$ cat src/wake_defines.svh
// constants for the standby wake-up request block
// assumes a 32-bit plain register port; included by bare name
`ifndef WAKE_DEFINES_SVH
`define WAKE_DEFINES_SVH
`define ADDR_W 4
`define OFS_SENSE 4'h0
`define OFS_CLEAR 4'h4
`define OFS_STATUS 4'h8
`define OFS_MASK 4'hC
`define EN0_BIT 0
`define ST0_LSB 2
`define CG0_LSB 4
`define EN1_BIT 8
`define ST1_LSB 10
`define CG1_LSB 12
`define SENSE_LOW 3'h0
`define SENSE_HIGH 3'h1
`define SENSE_FALL 3'h2
`define SENSE_RISE 3'h3
`define SENSE_BOTH 3'h4
`define SEEN_NONE 2'h0
`define SEEN_RISE 2'h1
`define SEEN_FALL 2'h2
`define SEEN_BOTH 2'h3
`endif

$ cat src/wake_pkg.sv
// types for the standby wake-up request block
// assumes wake_defines.svh holds the numeric constants
package wake_pkg;
	typedef logic [2:0] sense_t;
	typedef logic [1:0] seen_t;
	typedef logic [31:0] word_t;
endpackage

$ cat src/wake_chan_if.sv
// per-pin carrier between the top and each wake detector
// assumes one clock domain
`timescale 1ns/1ps
interface wake_chan_if;
	import wake_pkg::*;
	logic pin;
	logic enable;
	sense_t sense;
	logic clear_seen;
	logic req;
	seen_t seen;
	logic event_pulse;
	modport det (input pin, enable, sense, clear_seen, output req, seen, event_pulse);
	modport top (output pin, enable, sense, clear_seen, input req, seen, event_pulse);
endinterface

$ cat src/wake_detect.sv
// one wake pin: synchroniser, sense decode and edge report
// assumes pin is gated by the top for stop-mode drive control
`timescale 1ns/1ps
`include "wake_defines.svh"
module wake_detect (
	input wire logic clk_sys, // system clock
	input wire logic reset, // sync reset, high
	wake_chan_if.det ch // per-pin channel
);
	import wake_pkg::*;
	logic sync1_ff, sync2_ff, prev_ff;
	logic rise, fall, hit;
	seen_t seen_ff;
	// two-stage synchroniser plus a history stage for edges
	always_ff @(posedge clk_sys) begin
		if (reset) begin
			sync1_ff <= 1'h0;
			sync2_ff <= 1'h0;
			prev_ff <= 1'h0;
		end else begin
			sync1_ff <= ch.pin;
			sync2_ff <= sync1_ff;
			prev_ff <= sync2_ff;
		end
	end
	assign rise = sync2_ff & ~prev_ff;
	assign fall = ~sync2_ff & prev_ff;
	// illegal codes never match, so they raise nothing
	always_comb begin
		unique case (ch.sense)
			`SENSE_LOW: hit = ~sync2_ff;
			`SENSE_HIGH: hit = sync2_ff;
			`SENSE_FALL: hit = fall;
			`SENSE_RISE: hit = rise;
			`SENSE_BOTH: hit = rise | fall;
			default: hit = 1'h0;
		endcase
	end
	assign ch.req = ch.enable & hit;
	assign ch.event_pulse = ch.req;
	// report accumulates edges only in both-edge mode; new edge beats clear
	always_ff @(posedge clk_sys) begin
		if (reset) begin
			seen_ff <= `SEEN_NONE;
		end else if (ch.enable && ch.sense == `SENSE_BOTH && (rise || fall)) begin
			seen_ff <= (ch.clear_seen ? `SEEN_NONE : seen_ff) | (rise ? `SEEN_RISE : `SEEN_FALL);
		end else if (ch.clear_seen) begin
			seen_ff <= `SEEN_NONE;
		end
	end
	assign ch.seen = seen_ff;
	rise_seen_a: assert property (@(posedge clk_sys) disable iff (reset)
		ch.enable && ch.sense == `SENSE_BOTH && rise |=> seen_ff[0]) else $error("rise not reported");
	clear_seen_a: assert property (@(posedge clk_sys) disable iff (reset)
		ch.clear_seen && !rise && !fall |=> seen_ff == `SEEN_NONE) else $error("report not cleared");
	only_both_a: assert property (@(posedge clk_sys) disable iff (reset)
		ch.sense != `SENSE_BOTH && !ch.clear_seen |=> $stable(seen_ff)) else $error("report moved");
	illegal_a: assert property (@(posedge clk_sys) disable iff (reset)
		ch.sense > `SENSE_BOTH |-> !ch.req) else $error("illegal code requested");
	sync_lat_a: assert property (@(posedge clk_sys) disable iff (reset)
		(ch.enable && ch.sense == `SENSE_HIGH && ch.pin) [*3] |-> ch.req)
		else $error("high level not requested after two cycles");
	both_cv: cover property (@(posedge clk_sys) disable iff (reset) seen_ff == `SEEN_BOTH);
	low_cv: cover property (@(posedge clk_sys) disable iff (reset) ch.req && ch.sense == `SENSE_LOW);
endmodule

$ cat src/wake_ctrl.sv
// standby wake-up request configuration with register port and interrupt
// assumes a single-cycle strobe master; stop_mode/stop_pin_drive from mode controller
`timescale 1ns/1ps
`include "wake_defines.svh"
module wake_ctrl (
	input wire logic clk_sys, // system clock, 200 MHz
	input wire logic reset, // sync reset, high
	input wire logic [`ADDR_W-1:0] reg_addr, // byte address
	input wire wake_pkg::word_t reg_wdata, // write data
	input wire logic reg_wr, // write strobe
	input wire logic reg_rd, // read strobe
	output wake_pkg::word_t reg_rdata, // read data, cycle after strobe
	input wire logic wake_pin_0, // external wake pin 0
	input wire logic wake_pin_1, // external wake pin 1
	input wire logic stop_mode, // device is in stop mode
	input wire logic stop_pin_drive, // pin input kept alive in stop
	output logic standby_release_req, // release request to mode controller
	output logic irq // level interrupt
);
	import wake_pkg::*;
	wake_chan_if ch0 ();
	wake_chan_if ch1 ();
	sense_t sense0_ff, sense1_ff;
	logic en0_ff, en1_ff;
	logic [1:0] status_ff, mask_ff;
	word_t rdata_ff, ctrl_word;
	logic wr_sense, wr_clear, wr_status, wr_mask;
	logic [1:0] clr;
	assign wr_sense = reg_wr && reg_addr == `OFS_SENSE;
	assign wr_clear = reg_wr && reg_addr == `OFS_CLEAR;
	assign wr_status = reg_wr && reg_addr == `OFS_STATUS;
	assign wr_mask = reg_wr && reg_addr == `OFS_MASK;
	assign clr = wr_clear ? reg_wdata[1:0] : 2'h0;
	// sense and enable fields; software orders them itself
	always_ff @(posedge clk_sys) begin
		if (reset) begin
			sense0_ff <= `SENSE_LOW;
			sense1_ff <= `SENSE_LOW;
			en0_ff <= 1'h0;
			en1_ff <= 1'h0;
		end else if (wr_sense) begin
			sense0_ff <= reg_wdata[`CG0_LSB +: 3];
			sense1_ff <= reg_wdata[`CG1_LSB +: 3];
			en0_ff <= reg_wdata[`EN0_BIT];
			en1_ff <= reg_wdata[`EN1_BIT];
		end
	end
	// in stop mode the pin reads low unless drive control keeps input alive
	assign ch0.pin = wake_pin_0 & (~stop_mode | stop_pin_drive);
	assign ch1.pin = wake_pin_1 & (~stop_mode | stop_pin_drive);
	assign ch0.enable = en0_ff;
	assign ch1.enable = en1_ff;
	assign ch0.sense = sense0_ff;
	assign ch1.sense = sense1_ff;
	assign ch0.clear_seen = clr[0];
	assign ch1.clear_seen = clr[1];
	wake_detect det0 (.clk_sys(clk_sys), .reset(reset), .ch(ch0));
	wake_detect det1 (.clk_sys(clk_sys), .reset(reset), .ch(ch1));
	assign standby_release_req = ch0.req | ch1.req;
	// sticky pending; a new event wins over a write-one clear
	always_ff @(posedge clk_sys) begin
		if (reset) begin
			status_ff <= 2'h0;
		end else begin
			status_ff <= (status_ff & ~((wr_status ? reg_wdata[1:0] : 2'h0) | clr))
				| {ch1.event_pulse, ch0.event_pulse};
		end
	end
	always_ff @(posedge clk_sys) begin
		if (reset) begin
			mask_ff <= 2'h0;
		end else if (wr_mask) begin
			mask_ff <= reg_wdata[1:0];
		end
	end
	assign irq = |(status_ff & mask_ff);
	// reserved and undefined bits read as zero
	always_comb begin
		ctrl_word = '0;
		ctrl_word[`EN0_BIT] = en0_ff;
		ctrl_word[`ST0_LSB +: 2] = ch0.seen;
		ctrl_word[`CG0_LSB +: 3] = sense0_ff;
		ctrl_word[`EN1_BIT] = en1_ff;
		ctrl_word[`ST1_LSB +: 2] = ch1.seen;
		ctrl_word[`CG1_LSB +: 3] = sense1_ff;
	end
	// read data stands only the cycle after the strobe; unmapped reads zero
	always_ff @(posedge clk_sys) begin
		if (reset || !reg_rd) begin
			rdata_ff <= '0;
		end else begin
			unique case (reg_addr)
				`OFS_SENSE: rdata_ff <= ctrl_word;
				`OFS_STATUS: rdata_ff <= {30'h0, status_ff};
				`OFS_MASK: rdata_ff <= {30'h0, mask_ff};
				default: rdata_ff <= '0;
			endcase
		end
	end
	assign reg_rdata = rdata_ff;
	stop_gate_a: assert property (@(posedge clk_sys) disable iff (reset)
		stop_mode && !stop_pin_drive |-> ch0.pin == 1'h0 && ch1.pin == 1'h0) else $error("pin not gated in stop");
	enable_gate_a: assert property (@(posedge clk_sys) disable iff (reset)
		!en0_ff && !en1_ff |-> !standby_release_req) else $error("request while disabled");
	sense_write_a: assert property (@(posedge clk_sys) disable iff (reset)
		wr_sense |=> sense1_ff == $past(reg_wdata[`CG1_LSB +: 3]) && en1_ff == $past(reg_wdata[`EN1_BIT]))
		else $error("sense write lost");
	sticky_a: assert property (@(posedge clk_sys) disable iff (reset)
		ch0.event_pulse |=> status_ff[0] [*1]) else $error("event not latched");
	// the clear register must drop the pending bit when no new event races it
	clear_pend_a: assert property (@(posedge clk_sys) disable iff (reset)
		wr_clear && reg_wdata[0] && !ch0.event_pulse |=> !status_ff[0]) else $error("pending not cleared");
	// read data is zero outside the cycle after a read strobe
	rdata_idle_a: assert property (@(posedge clk_sys) disable iff (reset)
		!reg_rd |=> reg_rdata == '0) else $error("read data outside its cycle");
	rel_cv: cover property (@(posedge clk_sys) disable iff (reset) standby_release_req && stop_mode);
	irq_cv: cover property (@(posedge clk_sys) disable iff (reset) irq ##1 !irq);
endmodule

$ cat config.mk
export PLATFORM = sky130hd
export DESIGN_NAME = wake_ctrl
export DESIGN_NICKNAME = d
export VERILOG_FILES = /design/src/wake_pkg.sv /design/src/wake_chan_if.sv /design/src/wake_detect.sv /design/src/wake_ctrl.sv
export VERILOG_INCLUDE_DIRS = /design/src /design/src/src
export SDC_FILE = /design/constraint.sdc
export NUM_CORES = 1
export LEC_CHECK = 0
export BUFFER_PORTS_ARGS = -buffer_cell sky130_fd_sc_hd__buf_4
export CORE_MARGIN = 2
export CORE_UTILIZATION = 24
export CTS_CLUSTER_SIZE = 25
export DETAILED_ROUTE_END_ITERATION = 10
export PLACE_DENSITY = 0.51
export SLEW_MARGIN = 20
export SYNTH_ARGS = -nofsm -noshare
export SYNTH_HDL_FRONTEND = slang
export SYNTH_SLANG_ARGS = --single-unit
$ cat constraint.sdc
create_clock -name clk_sys -period 1.2 [get_ports clk_sys]
set_input_delay 0.18 -clock clk_sys [delete_from_list [all_inputs] [get_ports clk_sys]]
set_output_delay 0.18 -clock clk_sys [all_outputs]
set_load 0.005 [all_outputs]
# Word-level counts from Yosys, hierarchy flattened
# Cells that the tools add are included.
[totals]
rom_bits = 0
latch_bits = 0
output_inout_bits = 34
memories = 0
wordCells = 77
register_bits = 54
mem_bits_rw = 0
[op_classes]
n_div = 0
addsub = 0
magnitude_cmp = 0
mul = 0
n_eq_ne = 11
muxes = 11
n_bitwise = 24
n_shift = 0
reduce_logical = 16
[ops]
columns = ["cell", "count"]
rows = [
  ["$pmux 15 s3", 1],
  ["$mux 2", 8],
  ["$eq 3x2->1 const B", 4],
  ["$pmux 1 s5", 2],
  ["$and 1x1->1", 8],
  ["$eq 4x4->1 const B", 2],
  ["$logic_and 1x1->1", 8],
  ["$or 2x2->2", 4],
  ["$eq 3x1->1 const B", 2],
  ["$eq 3x3->1 const B", 2],
  ["$logic_not 3->1", 2],
  ["$not 1->1", 5],
  ["$and 2x2->2", 2],
  ["$eq 4x3->1 const B", 1],
  ["$logic_not 4->1", 1],
  ["$or 1x1->1", 4],
  ["$logic_or 1x1->1", 3],
  ["$not 2->2", 1],
  ["$reduce_or 2->1", 1],
  ["$logic_not 1->1", 1],
]

# Longest topological paths before layout
[depth]
word_depth = 7
depth_mapped = 5
mapped_depth_nobuf = 5

# Cells and area by module
# Synthesis repeated with hierarchy kept, for this count alone.
[hier_totals]
cells_unflattened = 169
hier_area_um2 = 1639.1
[modules_own_cells]
columns = ["mod", "seq_area_each_um2", "area_per_inst_um2", "n_inst", "cells_per_inst"]
rows = [
  ["wake_ctrl", 500.5, 1131.1, 1, 119],
  ["wake_detect", 100.1, 254.0, 2, 25],
]

# Worst setup path before layout
# Ideal clock, no wire load.
[synth_path]
path_kind = "register to output"
start = "register det1.prev_ff"
end = "output port standby_release_req"
arrival_time_ns = 1.117
path_stages_with_launch = 6
setup_slack_ns = -0.097
required_ns = 1.020
n_path_buf = 0
cell_sequence = "dfxtp_1 -> inv_1 -> ha_1 -> o31ai_1 -> nand2_1 -> o22ai_1"
[synth_via]
elab_chain_len = 6
[synth_rtl]
columns = ["element", "line_no", "source"]
rows = [
  ["start: declaration", "wake_detect.sv:11", "logic sync1_ff, sync2_ff, prev_ff;"],
  ["start signal: assignment", "wake_detect.sv:23", "prev_ff <= sync2_ff;"],
  ["$not 1->1", "wake_detect.sv:26", "assign rise = sync2_ff & ~prev_ff;"],
  ["$and 1x1->1", "wake_detect.sv:26", ""],
  ["$or 1x1->1", "wake_detect.sv:35", "`SENSE_BOTH: hit = rise | fall;"],
  ["$pmux 1 s5 *", "wake_detect.sv:30", "unique case (ch.sense)"],
  ["$and 1x1->1 *", "wake_detect.sv:39", "assign ch.req = ch.enable & hit;"],
  ["$or 1x1->1 *", "wake_ctrl.sv:59", "assign standby_release_req = ch0.req | ch1.req;"],
  ["end: declaration", "wake_ctrl.sv:17", "output logic standby_release_req,"],
]
# Mark *: on every way between the ends. The rest lies on a longest branch, timed or not.

# Final worst setup path
# Ends and elaborated chain as after synthesis.

==> impl_metrics.ini <==
[global_route]
grt.overflow.total = 0
first_global_vias = 1200
antenna_found_initial = 0
grt_pass1_wl_mm = 5.77
grt_max_degree = 22
grt.total_usage = 0.103

[die]
die-area_mm2 = 0.00719
core_mm2 = 0.00631
dieHeight_um = 84.8
boundaryPins = 78
row_count = 29
die_w_um = 84.8
start_util = 0.248

[clock_network]
cts.sinks = 35
cts_root_buf = clkbuf_8
hold_buffers = 0
clk_path_buf_depth = 2
worstSkewPairLatency_ns = 0.29
htree_levels = 2
tritoncts = built
cts_buffers = 5
clk_pin_slew_ns = 0.07

[hold_path]
worstHoldPathType = in2reg
worstHoldPathCells = 2

[drt]
drt_first_pass_iters = 4
wl_per_cell_um = 11.4
routed_wirelength_mm = 3.52
vias = 1316
postRouteAntennaNets = 0
viasPerCell = 4.25
drtIter0Drc = 34
drc = 0

[pwr]
peakVddDrop_mv = 0.413
leakagePower_nw = 0.992
p_per_area_mw_per_mm2 = 1030

[worst_setup_path]
start_kind = flip-flop
crit_end = standby_release_req
r2r_end = status_ff[1]
crit_chain = inv_2 > ha_4 > o31ai_4 > nand2_1 > o22ai_2 > buf_4
cp_data_required_time_ns = 1.02
critPathTopFamily = flip-flops
startpoint = det1.prev_ff
r2r_setup_slack_ns = -0.17
cp_max_fo = 2
worst_ep_arrival_time_ns = 1.48
path_class = reg2out
end_kind = output pin
critical-path-slowest-cell = dfxtp_2
r2r_cells = 8
cp_num_cells = 6
critPathMaxStageDelay_ns = 0.36
crit_buf_inv = 2
reg2reg_from = det1.sync2_ff

[sta]
fin_ws_ns = -0.464
setup_violations = 2
skew_ns = 0.00788
fmax_ghz = 0.601
rsz0062_at_grt = yes
finalHoldViolations = 0
min_period_over_period = 1.39
finalCriticalPeriod_ns = 1.66
drv_slew = 0

[status]
status = finished with violations
failed_checks = negative setup slack

[final_layout]
fin_nets = 280
drive_above_1_share = 0.382
fin_cells = 310
finalInstanceArea_mm2 = 0.00220
syn2layout_area_growth_pct = 40.4
antenna_cells = 0

[placed_design]
pre_cts_slack_ns = -0.204
place.gp.congestion = 0.725
dp_hpwl_mm = 2.56
io_buffers = 35
placedCellCount = 300
place_area_mm2 = 0.00207

[yosys]
ys_seq_area_frac = 0.447
muxShareOfSynthArea = 0.0264
yosysUniqueCellTypes = 30
synth_area_mm2 = 0.00157
synth_top_family_by_area = simple AND/OR/NAND/NOR gates
synth-simple-area-share = 0.200
syn_inst = 174
avgSynthCellArea_um2 = 9.00
synth_compound_area_frac = 0.150
yosys.area_share.adder = 0.0319
synth_xor_area_frac = 0.00559
synth-seq-cells = 35
yosysWarnings = 0

[run]
drv_cap = 0
==> cell usage after synthesis <==
| cell type | count | area share |
|---|---|---|
| or3b_4 | 1 | 0.0072 |
| and3_1 | 14 | 0.056 |
| o21ai_0 | 11 | 0.035 |
| mux2_2 | 1 | 0.0072 |
| inv_1 | 9 | 0.022 |
| nor3b_2 | 1 | 0.0080 |
| mux2i_1 | 3 | 0.019 |
| a32o_1 | 2 | 0.013 |
| xnor2_1 | 1 | 0.0056 |
| a31oi_1 | 2 | 0.0080 |
| nor2b_1 | 7 | 0.028 |
| buf_1 | 1 | 0.0024 |
| o31ai_1 | 4 | 0.019 |
| buf_2 | 2 | 0.0064 |
| and2_1 | 3 | 0.012 |
| a21oi_1 | 11 | 0.035 |
| a22o_1 | 5 | 0.028 |
| o22ai_1 | 3 | 0.012 |
| nor4b_1 | 1 | 0.0056 |
| nor3_1 | 2 | 0.0064 |
| nand2_1 | 7 | 0.017 |
| or3_1 | 2 | 0.0080 |
| ha_1 | 4 | 0.032 |
| clkbuf_1 | 4 | 0.0096 |
| buf_4 | 20 | 0.096 |
| nor2_1 | 5 | 0.012 |
| dfxtp_1 | 35 | 0.45 |
| conb_1 | 1 | 0.0024 |
| nand3_1 | 9 | 0.029 |
| or2_2 | 3 | 0.012 |
==> logic make-up after synthesis <==
kind of cell,Yosys count
AO/OA/AOI/OAI,38
buffers and inverters,36
AND/OR/NAND/NOR,55
multiplexers,4
XOR/XNOR,1
flip-flops,35
other,1
adder cells (fa/ha/maj),4
==> power by group <==
group	internal (mW)	total, mW	switching, mW	leakage, nW
sequential	1.17	1.18	0.0109	0.285
combinational	0.128	0.242	0.114	0.665
clock	0.405	0.836	0.431	0.0412
total	1.71	2.26	0.555	0.992
==> repair_timing <==
item,CTS,global route
endpoints found under the setup margin,2,5
buffers inserted,1,1
resized for setup,6,6
pin swaps,4,6
==> per-layer routing <==
layer | share of wire | routed length (um) | GRT usage | up-vias
li1 | - | - | - | 677
met1 | 0.50 | 1780 | 0.144 | 584
met2 | 0.41 | 1440 | 0.143 | 47
met3 | 0.066 | 234 | 0.0315 | 8
met4 | 0.021 | 74 | 0.0519 | 0
met5 | 0 | 0 | 0 | -
==> layout by cell type (no fill, tap or decap), types with 2 or more instances in the layout <==
cell	count
inv_2	2
ha_4	3
o22ai_1	2
and2_1	3
mux2i_1	3
a22o_1	5
or2_2	2
dfxtp_2	4
and3_1	14
nand2_1	7
a31oi_1	2
buf_12	2
o31ai_1	2
buf_4	58
conb_1	19
nand3_1	9
a21oi_1	11
dfxtp_1	30
o21ai_0	11
nor2_1	5
a32o_2	2
clkbuf_8	5
o31ai_4	2
nor3_1	2
nor2b_1	7
inv_1	6
or3_1	2
==> metrics by stage <==
step	total power [mW]	hold WS, ns	utilization	setup TNS, ns
6_report	2.26	0.0956	0.348	-0.635
5_1_grt	2.40	0.0957	0.348	-0.828
4_1_cts	2.30	0.0881	0.344	-0.545
3_5_place_dp	1.44	0.390	0.327	-0.908
3_3_place_gp	1.44	0.391	0.327	-1.01
2_1_floorplan	1.36	0.302	-	-0.00311
==> final cells by class <==
cell class	instances	area (um2)
clock buffers	6	72.6
clock inverters	2	12.5
repair buffers	60	475
flip-flops and latches	35	709
fillers	692	4110
multi-input cells	121	797
inverters	9	36.3
well taps	77	96.3
==> registers in the layout, summed over array words and instances (netlist names) <==
| register | count |
|---|---|
| reg_rdata | 13 |
| status_ff | 2 |
| det0.sync1_ff | 1 |
| det0.prev_ff | 1 |
| det0.ch.seen | 2 |
| det1.prev_ff | 1 |
| det1.sync2_ff | 1 |
| ch0.enable | 1 |
| ch1.enable | 1 |
| ch1.sense | 3 |
| det1.sync1_ff | 1 |
| det0.sync2_ff | 1 |
| ch0.sense | 3 |
| det1.ch.seen | 2 |
| mask_ff | 2 |
==> how the worst min path moves through the flow <==
stage,startpoint,slack [ns],to
after floorplan,wake_pin_0,0.30,det0.sync1_ff
after global placement,wake_pin_0,0.39,det0.sync1_ff
after detailed placement,wake_pin_0,0.39,det0.sync1_ff
after CTS,wake_pin_0,0.09,det0.sync1_ff
after global routing,wake_pin_1,0.1,det1.sync1_ff
final,wake_pin_1,0.1,det1.sync1_ff
No activity file was read; power rests on OpenSTA's default activity.
